[src/misu_map.vh]
// Register offsets, field positions and reset values of the metering interrupt status unit
`ifndef MISU_MAP_VH
`define MISU_MAP_VH

// Printed offsets are not multiples of four: these are word indices
`define MISU_IDX_ENABLE       8'h0a
`define MISU_IDX_FLAGS        8'h0b
`define MISU_IDX_FLAGS_RC     8'h0c
// Own register: sole interrupt mask of the bus-side interrupt output; the enable mask is not applied to it
`define MISU_IDX_BUS_MASK     8'h10

`define MISU_BIT_AE_HALF      0
`define MISU_BIT_SAG          1
`define MISU_BIT_CYC_DONE     2
`define MISU_BIT_WAVE_SMP     3
`define MISU_BIT_ZERO_CROSS   4
`define MISU_BIT_TEMP_DONE    5
`define MISU_BIT_RESET_DONE   6
`define MISU_BIT_AE_OVF       7
`define MISU_BIT_V_PEAK       8
`define MISU_BIT_I_PEAK       9
`define MISU_BIT_VA_HALF      10
`define MISU_BIT_VA_OVF       11
`define MISU_BIT_ZX_TIMEOUT   12
`define MISU_BIT_PWR_POS      13
`define MISU_BIT_PWR_NEG      14

// Bits that can ever raise the request: reset-done and reserved excluded
`define MISU_IRQ_CAPABLE      16'h7fbf
`define MISU_FLAG_IMPL        16'h7fff
`define MISU_ENABLE_RESET     16'h0000
`define MISU_FLAGS_RESET      16'h0000
`define MISU_BUS_MASK_RESET   16'h0000

`define MISU_RESP_OKAY        2'b00
`define MISU_RESP_SLVERR      2'b10

`endif

[src/misu_irq_status.v]
// Metering interrupt flags, enable mask, active-low request and AXI4-Lite slave
// What this block does
// Each monitored event raises its flag bit
// Request low when raised flag is enabled
// Host reads status first when servicing
// Bit 0: active energy above half
// Bit 1: line voltage dip detected
// Bit 2: line-cycle accumulation finished
// Bit 3: new waveform sample stored
// Bit 4: rising and falling zero crossings
// Bit 5: temperature result available
// Bit 6: end of reset, never interrupts
// Bit 7: active energy accumulator overflow
// Bits 8, 9: voltage, current peak exceeded
// Bits 10, 11: apparent half, overflow
// Bit 12: zero crossing timeout
// Bits 13, 14: power sign changes
// Clear-on-read copy clears; plain read does not
// Request returns high when none enabled
//
// The implementer's own choice: the AXI4-Lite interface to the registers.
`timescale 1ns/1ps
`include "misu_map.vh"

module misu_irq_status (
   input  wire        aclk,
   input  wire        aresetn,
   input  wire        soft_reset,
   input  wire        active_energy_half_flag,
   input  wire        sag_event,
   input  wire        line_cycle_done_flag,
   input  wire        waveform_sample_flag,
   input  wire        zero_cross_flag,
   input  wire        temp_done_event,
   input  wire        active_energy_overflow_flag,
   input  wire        voltage_peak_flag,
   input  wire        current_peak_flag,
   input  wire        apparent_energy_half_flag,
   input  wire        apparent_energy_overflow_flag,
   input  wire        zero_cross_timeout_flag,
   input  wire        power_went_positive_flag,
   input  wire        power_went_negative_flag,
   output wire        irq_n_o,
   output wire        irq_n_oe,
   output wire        irq,
   input  wire [31:0] s_axi_awaddr,
   input  wire        s_axi_awvalid,
   output wire        s_axi_awready,
   input  wire [31:0] s_axi_wdata,
   input  wire [3:0]  s_axi_wstrb,
   input  wire        s_axi_wvalid,
   output wire        s_axi_wready,
   output wire [1:0]  s_axi_bresp,
   output wire        s_axi_bvalid,
   input  wire        s_axi_bready,
   input  wire [31:0] s_axi_araddr,
   input  wire        s_axi_arvalid,
   output wire        s_axi_arready,
   output wire [31:0] s_axi_rdata,
   output wire [1:0]  s_axi_rresp,
   output wire        s_axi_rvalid,
   input  wire        s_axi_rready
);

   // ==========================================================
   // Helpers
   // ==========================================================
   function [5:0] word_index;
      input [31:0] addr;
      begin
         word_index = addr[7:2];
      end
   endfunction

   function is_index;
      input [31:0] addr;
      input [7:0]  idx;
      begin
         is_index = (addr[31:8] == 24'h00_0000) && (addr[1:0] == 2'b00) && (word_index(addr) == idx[5:0]);
      end
   endfunction

   function [15:0] merge_bytes;
      input [15:0] old;
      input [31:0] data;
      input [3:0]  strb;
      begin
         merge_bytes[7:0]  = strb[0] ? data[7:0]  : old[7:0];
         merge_bytes[15:8] = strb[1] ? data[15:8] : old[15:8];
      end
   endfunction

   // ==========================================================
   // Event capture
   // ==========================================================
   // Event inputs are level-type pulses from on-chip logic on aclk; edge detect so
   // a held level raises its flag only once, so clearing really clears
   wire [15:0] ev_level;
   reg  [15:0] ev_prev_q;
   reg         rst_seen_q;
   reg         rst_done_q;

   assign ev_level = {1'b0,
                      power_went_negative_flag,
                      power_went_positive_flag,
                      zero_cross_timeout_flag,
                      apparent_energy_overflow_flag,
                      apparent_energy_half_flag,
                      current_peak_flag,
                      voltage_peak_flag,
                      active_energy_overflow_flag,
                      1'b0,
                      temp_done_event,
                      1'b0,
                      waveform_sample_flag,
                      line_cycle_done_flag,
                      sag_event,
                      active_energy_half_flag};

   // Zero crossing: both edges of the crossing signal count
   wire zx_any_edge = zero_cross_flag ^ ev_prev_q[`MISU_BIT_ZERO_CROSS];

   wire [15:0] ev_rise = ev_level & ~ev_prev_q;
   // Power sign flags are two separate edges; keep them apart
   wire [15:0] ev_pulse = (ev_rise & ~(16'h0001 << `MISU_BIT_ZERO_CROSS))
                        | ({15'h0000, zx_any_edge} << `MISU_BIT_ZERO_CROSS)
                        | ({15'h0000, rst_done_q} << `MISU_BIT_RESET_DONE);

   always @(posedge aclk) begin
      if (!aresetn) begin
         // Levels already standing at reset are no new events
         ev_prev_q  <= ev_level | ({15'h0000, zero_cross_flag} << `MISU_BIT_ZERO_CROSS);
         rst_seen_q <= 1'b1;
         rst_done_q <= 1'b0;
      end else begin
         ev_prev_q  <= ev_level | ({15'h0000, zero_cross_flag} << `MISU_BIT_ZERO_CROSS);
         // End-of-reset pulse one cycle after hard or soft reset releases
         rst_seen_q <= soft_reset;
         rst_done_q <= rst_seen_q & ~soft_reset;
      end
   end

   // ==========================================================
   // AXI4-Lite write channel
   // ==========================================================
   reg        awready_q;
   reg        wready_q;
   reg        bvalid_q;
   reg [1:0]  bresp_q;
   reg        aw_have_q;
   reg        w_have_q;
   reg [31:0] awaddr_q;
   reg [31:0] wdata_q;
   reg [3:0]  wstrb_q;
   reg [15:0] enable_q;
   reg [15:0] bus_mask_q;

   wire aw_take = s_axi_awvalid & awready_q;
   wire w_take  = s_axi_wvalid & wready_q;
   wire wr_go   = aw_have_q & w_have_q & ~bvalid_q;
   wire wr_en   = wr_go & is_index(awaddr_q, `MISU_IDX_ENABLE);
   wire wr_mask = wr_go & is_index(awaddr_q, `MISU_IDX_BUS_MASK);
   wire wr_ok   = wr_en | wr_mask | (wr_go & is_index(awaddr_q, `MISU_IDX_FLAGS_RC))
                | (wr_go & is_index(awaddr_q, `MISU_IDX_FLAGS));

   always @(posedge aclk) begin
      if (!aresetn) begin
         awready_q  <= 1'b1;
         wready_q   <= 1'b1;
         bvalid_q   <= 1'b0;
         bresp_q    <= `MISU_RESP_OKAY;
         aw_have_q  <= 1'b0;
         w_have_q   <= 1'b0;
         awaddr_q   <= 32'h0000_0000;
         wdata_q    <= 32'h0000_0000;
         wstrb_q    <= 4'h0;
         enable_q   <= `MISU_ENABLE_RESET;
         bus_mask_q <= `MISU_BUS_MASK_RESET;
      end else begin
         if (aw_take) begin
            awaddr_q  <= s_axi_awaddr;
            aw_have_q <= 1'b1;
            awready_q <= 1'b0;
         end
         if (w_take) begin
            wdata_q  <= s_axi_wdata;
            wstrb_q  <= s_axi_wstrb;
            w_have_q <= 1'b1;
            wready_q <= 1'b0;
         end
         if (wr_go) begin
            aw_have_q <= 1'b0;
            w_have_q  <= 1'b0;
            bvalid_q  <= 1'b1;
            bresp_q   <= wr_ok ? `MISU_RESP_OKAY : `MISU_RESP_SLVERR;
         end
         if (wr_en) begin
            enable_q <= merge_bytes(enable_q, wdata_q, wstrb_q);
         end
         if (wr_mask) begin
            bus_mask_q <= merge_bytes(bus_mask_q, wdata_q, wstrb_q);
         end
         if (bvalid_q && s_axi_bready) begin
            bvalid_q  <= 1'b0;
            awready_q <= 1'b1;
            wready_q  <= 1'b1;
         end
      end
   end

   // ==========================================================
   // AXI4-Lite read channel and flag register
   // ==========================================================
   reg        arready_q;
   reg        rvalid_q;
   reg [31:0] rdata_q;
   reg [1:0]  rresp_q;
   reg [15:0] flags_q;
   reg [15:0] flags_d;

   wire ar_take = s_axi_arvalid & arready_q;
   wire rd_flag = ar_take & is_index(s_axi_araddr, `MISU_IDX_FLAGS);
   wire rd_rc   = ar_take & is_index(s_axi_araddr, `MISU_IDX_FLAGS_RC);
   wire rd_en   = ar_take & is_index(s_axi_araddr, `MISU_IDX_ENABLE);
   wire rd_mask = ar_take & is_index(s_axi_araddr, `MISU_IDX_BUS_MASK);

   always @* begin
      flags_d = flags_q;
      // Only the copy read clears; plain status read keeps the flags
      if (rd_rc) begin
         flags_d = `MISU_FLAGS_RESET;
      end
      // Set beats clear: an event in the clearing cycle survives
      flags_d = (flags_d | ev_pulse) & `MISU_FLAG_IMPL;
   end

   always @(posedge aclk) begin
      if (!aresetn) begin
         arready_q <= 1'b1;
         rvalid_q  <= 1'b0;
         rdata_q   <= 32'h0000_0000;
         rresp_q   <= `MISU_RESP_OKAY;
         flags_q   <= `MISU_FLAGS_RESET;
      end else begin
         flags_q <= flags_d;
         if (ar_take) begin
            arready_q <= 1'b0;
            rvalid_q  <= 1'b1;
            rresp_q   <= (rd_flag | rd_rc | rd_en | rd_mask) ? `MISU_RESP_OKAY : `MISU_RESP_SLVERR;
            if (rd_flag || rd_rc) begin
               rdata_q <= {16'h0000, flags_q};
            end else if (rd_en) begin
               rdata_q <= {16'h0000, enable_q};
            end else if (rd_mask) begin
               rdata_q <= {16'h0000, bus_mask_q};
            end else begin
               rdata_q <= 32'h0000_0000;
            end
         end
         if (rvalid_q && s_axi_rready) begin
            rvalid_q  <= 1'b0;
            arready_q <= 1'b1;
         end
      end
   end

   // ==========================================================
   // Interrupt request outputs
   // ==========================================================
   // Open-drain pin: drive low only while asserted, else released
   reg irq_pin_q;
   reg irq_q;
   // Reset-done bit excluded from both outputs regardless of enable
   wire [15:0] pending_d = flags_d & enable_q & `MISU_IRQ_CAPABLE;

   always @(posedge aclk) begin
      if (!aresetn) begin
         irq_pin_q <= 1'b0;
         irq_q     <= 1'b0;
      end else begin
         irq_pin_q <= |pending_d;
         irq_q     <= |(flags_d & bus_mask_q & `MISU_IRQ_CAPABLE);
      end
   end

   assign irq_n_o       = 1'b0;
   assign irq_n_oe      = irq_pin_q;
   assign irq           = irq_q;
   assign s_axi_awready = awready_q;
   assign s_axi_wready  = wready_q;
   assign s_axi_bvalid  = bvalid_q;
   assign s_axi_bresp   = bresp_q;
   assign s_axi_arready = arready_q;
   assign s_axi_rvalid  = rvalid_q;
   assign s_axi_rdata   = rdata_q;
   assign s_axi_rresp   = rresp_q;

endmodule

[config.mk]
export PLATFORM = sky130hd
export DESIGN_NAME = misu_irq_status
export DESIGN_NICKNAME = d
export VERILOG_FILES = /design/src/misu_irq_status.v
export VERILOG_INCLUDE_DIRS = /design/src
export SDC_FILE = /design/constraint.sdc
export NUM_CORES = 1
export LEC_CHECK = 0
export ABC_CLOCK_PERIOD_IN_PS = 6400
export BUFFER_PORTS_ARGS = -buffer_cell sky130_fd_sc_hd__buf_2
export CAP_MARGIN = 10
export CORE_MARGIN = 2
export CORE_UTILIZATION = 35
export DETAILED_ROUTE_END_ITERATION = 7
export GPL_TIMING_DRIVEN = 0
export MAX_ROUTING_LAYER = met4
export PLACE_DENSITY = 0.58
export SLEW_MARGIN = 30
export SYNTH_ARGS = -nofsm -noshare
export SYNTH_HDL_FRONTEND = slang
export SYNTH_SLANG_ARGS = --single-unit
[constraint.sdc]
create_clock -name aclk -period 6.4 [get_ports aclk]
set_clock_uncertainty 0.15 [all_clocks]
set_input_delay 1.28 -clock aclk [delete_from_list [all_inputs] [get_ports aclk]]
set_output_delay 1.28 -clock aclk [all_outputs]
set_load 0.02 [all_outputs]
# Word-level counts from Yosys, hierarchy flattened
# Cells that the tools add are included.
# totals
reg_bits,159
# classes
n_eq_ne,8
n_reduce_logical,26
n_mux,6
bitwise,32
# ops
cell,n
$logic_not A24 Y1,2
$mux W16,3
$and A15 B15 Y15,3
$eq A6 B4 Y1 const B,6
$or A15 B5 Y15,2
$reduce_or A14 Y1,2
$mux W15,1
$not A15 Y15,1
$or A15 B15 Y15,1
$or A15 B7 Y15,1
$and A1 B1 Y1,14
$eq A6 B5 Y1 const B,2
$logic_and A1 B1 Y1,12
$reduce_and A2 Y1,4
$or A1 B1 Y1,6
$reduce_or A2 Y1,3
$logic_not A2 Y1,2
$mux W2,2
$not A1 Y1,3
$logic_or A1 B1 Y1,1
$xor A1 B1 Y1,1

# Depth between registers and ports, before layout
# depth
depth_word,8
mapped_depth,9
depth_no_buf,6

# Least setup slack after synthesis
# Ideal clock, no wire load.
# synth_path
kind,input-to-reg
from,input port s_axi_araddr[21]
to,register irq_q (netlist: irq)
path_stages,8
t_arrival_ns,2.845
required_time_ns,6.125
path_slack_ns,3.279
n_path_buf,2
path_cell_list,nor4_4 -> and4_1 -> buf_6 -> buf_6 -> nand3_1 -> a31oi_1 -> o221ai_2 -> o41a_1
# synth_via
elab_chain_cells,8
# synth_lines
element,line_no,source
from (decl),misu_irq_status.v:56,"input wire [31:0] s_axi_araddr,"
$logic_not A24 Y1,misu_irq_status.v:79,is_index = (addr[31:8] == 24'h00_0000) && (addr[1:0] == 2'b00) && (word_index(addr) == idx[5:0]);
$logic_and A1 B1 Y1 (2 in a row),misu_irq_status.v:79,
$and A1 B1 Y1,misu_irq_status.v:223,"wire rd_rc = ar_take & is_index(s_axi_araddr, `MISU_IDX_FLAGS_RC);"
$mux W15,misu_irq_status.v:230,if (rd_rc) begin
$or A15 B15 Y15,misu_irq_status.v:234,flags_d = (flags_d | ev_pulse) & `MISU_FLAG_IMPL;
$and A15 B15 Y15,misu_irq_status.v:282,irq_q <= |(flags_d & bus_mask_q & `MISU_IRQ_CAPABLE);
$reduce_or A14 Y1,misu_irq_status.v:282,
to (signal assigned),misu_irq_status.v:282,
to (decl),misu_irq_status.v:272,reg irq_q;
# No other way between the ends.
# A chain may end at the register's enable or synchronous reset.

# Worst setup path in the final report
# layout_path
from,input port s_axi_araddr[11]
to,register rdata_q[1] (netlist: s_axi_rdata[1])
# layout_via
elab_chain_cells,7
elab_cells_between_ends,14
classes_between,mux (3); bitwise (4); reduce/logical (7)
# layout_lines
element,line_no,source
$logic_not A24 Y1 (*),misu_irq_status.v:79,
$logic_and A1 B1 Y1 (*),misu_irq_status.v:79,
$logic_and A1 B1 Y1,misu_irq_status.v:79,
$and A1 B1 Y1,misu_irq_status.v:225,"wire rd_mask = ar_take & is_index(s_axi_araddr, `MISU_IDX_BUS_MASK);"
$mux W16,misu_irq_status.v:254,end else if (rd_mask) begin
$mux W16,misu_irq_status.v:252,end else if (rd_en) begin
$mux W16 (*),misu_irq_status.v:250,if (rd_flag || rd_rc) begin
to (signal assigned),misu_irq_status.v:251,"rdata_q <= {16'h0000, flags_q};"
to (signal assigned),misu_irq_status.v:253,"rdata_q <= {16'h0000, enable_q};"
to (signal assigned),misu_irq_status.v:255,"rdata_q <= {16'h0000, bus_mask_q};"
to (decl),misu_irq_status.v:216,reg [31:0] rdata_q;
# Mark *: on every way between the ends. The rest lies on a longest branch, timed or not.

==> impl_metrics.toml <==
[grt]
antenna_found_initial = 3
grt_pass1_wl_um = 24000
grt_max_degree = 17
grt.overflow.total = 0
grt_usage_pct = 17.9
grt_pass1_vias = 4668

[placed_design]
pre_cts_slack_ns = 2.75
place.gp.congestion = 0.843
dp_hpwl_um = 11700
dpl.cell_count = 1005
port_buffers = 127
place_area_um2 = 6940

[worst_setup_path]
cp-start-kind = "input port"
crit_path_end_kind = "flop"
cp_cell_sequence = "buf_2 > nor4_1 > and4_1 > buf_6 > nand4_4 > nor4_4 > clkbuf_1 > a22oi_1 > a21boi_0"
cp_top_family = "simple AND/OR/NAND/NOR gates"
path_buf_inv = 3
slowest_stage = "nor4_4"
worstPathArrival_ns = 3.43
worstPathRequired_ns = 6.59
cp_max_fo = 10
max_stage_delay_ns = 0.51
criticalPathCategory = "input port to flop"

[sta]
period_share_pct = 50.5
setup_slack_ns = 3.17
fmax_mhz = 309
rsz0062_at_grt = "no"
setup_tns_ns = 0
slew_violations = 0
worst_pin_slew_ns = 0.631
finalHoldViolations = 0
setup_violations = 0
slew_headroom_pct = 57.6
period_minus_slack_ns = 3.23

[clocking]
clockBufferDepth = 2
root_buffer = "clkbuf_16"
cts_tree = "built"
cts_sinks = 140
cts_buffers = 17
htreeDepth = 4
clk_pin_slew_worst_paths_ns = 0.06
post_cts_buffers = 0
insertion_delay_ns = 0.42
cts.hold.buffers_added = 0
cts_resized = 0

[finish]
n_fill_cell = 1673
post_route_cells_drive_above_1_share_pct = 25.0
finalNetCount = 926
stdcell_area_um2 = 7520
fin_cells = 1039
syn_to_final_growth_pct = 26.2

[flow_run]
cap_violations = 0

[floorplanning]
die-area_um2 = 18100
ios = 166
die_h_um = 134
die_width_um = 134
initial_core_util_pct = 35.8
rows = 47
core_um2 = 16600

[yosys]
yosysMostFrequentCell = "dfxtp_1"
synth_cell_types = 53
yosysTopAreaCell = "dfxtp_1"
synth-edff-count = 0
ys_ff_latch = 140
syn_avg_cell_area_um2 = 9.31
synth.top_cell.area_share_pct = 47.0
synth_area_leaders = "dfxtp_1 47%, a21boi_0 8.6%, nand2_1 6.9%, nor2b_1 5.9%, mux2i_1 5.5%"
synth-main-ff-cell = "dfxtp_1"
synth-async-reset-ratio_pct = 0
synth_common_cells = "140 x dfxtp_1, 109 x nand2_1, 68 x a21boi_0"
synth_area_um2 = 5960
syn-instance-count = 640
yosysSeqAreaShare_pct = 47.0
yosysWarnings = 0

[drt]
drt-total-wl_um = 15300
firstDrtPassIters = 5
wl_per_cell_um = 14.8
final_antenna_net_count = 0
vias_per_cell = 4.75
drt_iter0_markers = 285
via_count = 4932
drcViolationCount = 0

[power_and_ir_drop]
powerDensity_nw_per_um2 = 273
p_leak_nw = 3.12
vdd_ir_drop_max_v = 0.000175

[worst_hold_path]
min_path_type = "flop to flop"

[status]
status = "completed"
==> registers in the layout (all words and copies together), names as in the netlist, 2 cells and up <==
signal,count
awaddr_q,32
bus_mask_q,16
enable_q,16
ev_prev_q,14
flags_q,15
s_axi_rdata,16
wdata_q,16
wstrb_q,2
==> area by class of cell <==
cell class              count  area (um^2)  share of cell area (%)
diodes                      3         7.51                  0.0998
plain buffers              56          334                    4.44
clock buffers              19          453                    6.02
clock inverters            12          123                    1.63
inverters                  14         57.6                   0.765
multi-input cells         448         2830                    37.7
flip-flops and latches    140         2800                    37.3
well taps                 220          275                    3.66
repair buffers            127          636                    8.45
==> cells in the final DEF, fill, tap and decap left out, types with 3 or more instances in the layout <==
master / synthesis / final
nand2_1: 109 / 109
a22oi_1: 32 / 32
diode_2: 0 / 3
and2_1: 7 / 7
a21boi_0: 68 / 68
inv_1: 13 / 13
nor3_1: 3 / 3
clkinv_4: 1 / 3
clkbuf_16: 0 / 17
clkinv_2: 0 / 6
mux2i_1: 33 / 33
nor2_1: 19 / 19
buf_2: 2 / 129
buf_6: 5 / 5
conb_1: 1 / 19
a21oi_1: 10 / 10
a31oi_1: 13 / 13
nand2b_1: 3 / 3
a22o_1: 3 / 3
and4b_1: 3 / 3
nand3_1: 5 / 5
clkbuf_1: 24 / 24
nor4_1: 11 / 11
nor4_4: 4 / 4
dfxtp_1: 140 / 140
nor2b_1: 56 / 56
buf_4: 22 / 22
o21ai_0: 15 / 15
==> layer usage <==
layer	global-route usage (%)	wire, um	up-vias
li1	-	-	2520
met2	27.6	6900	180
met1	21.7	7020	2214
met5	-	0	-
met3	5.67	1150	18
met4	7.31	254	0
==> path summary, 6_finish.rpt <==
path	start	end	slack, ns	depth (start not counted)
setup reg to reg	awaddr_q[31]	enable_q[4]	3.90	6
setup / recovery	s_axi_araddr[11]	s_axi_rdata[1]	3.17	9
hold / removal	rst_seen_q	rst_done_q	0.26	2
hold reg to reg	rst_seen_q	rst_done_q	0.26	2
==> through the flow <==
| step | utilization [%] | hold WS (ns) | power, mW |
|---|---|---|---|
| after global placement | 41.7 | 0.248 | 1.11 |
| final | 45.2 | 0.259 | 2.05 |
| after CTS | 45.1 | 0.260 | 2.08 |
| after detailed placement | 41.7 | 0.251 | 1.11 |
| after floorplan | - | 0.244 | 1.04 |
| after global routing | 45.2 | 0.263 | 2.13 |
==> worst reg2reg max path: stages (launching register included) <==
cell	delay (ns)
dfxtp_1	0.31
nor4_1	0.37
nand4_1	0.21
nor4b_2	0.54
nand4_2	0.45
mux2i_1	0.30
nor2b_1	0.06
==> kinds of logic (layout without fill, tap and decap cells) <==
kind of cell	count (synthesis)	in the layout	share of synthesized area, %
buf+inv	70	228	6.57
other cells	1	22	0.0629
compound gates	155	155	18.7
simple gates	240	240	22.0
mux	33	33	5.54
flops	140	140	47.0
xor+xnor	1	1	0.147
==> power breakdown <==
group	switching, mW	total [mW]	leakage (nW)	internal (mW)
clock	0.369	0.957	0.284	0.587
combinational	0.0928	0.167	1.69	0.0744
sequential	0.0202	0.927	1.15	0.906
Power figures use the tool's default switching activity.
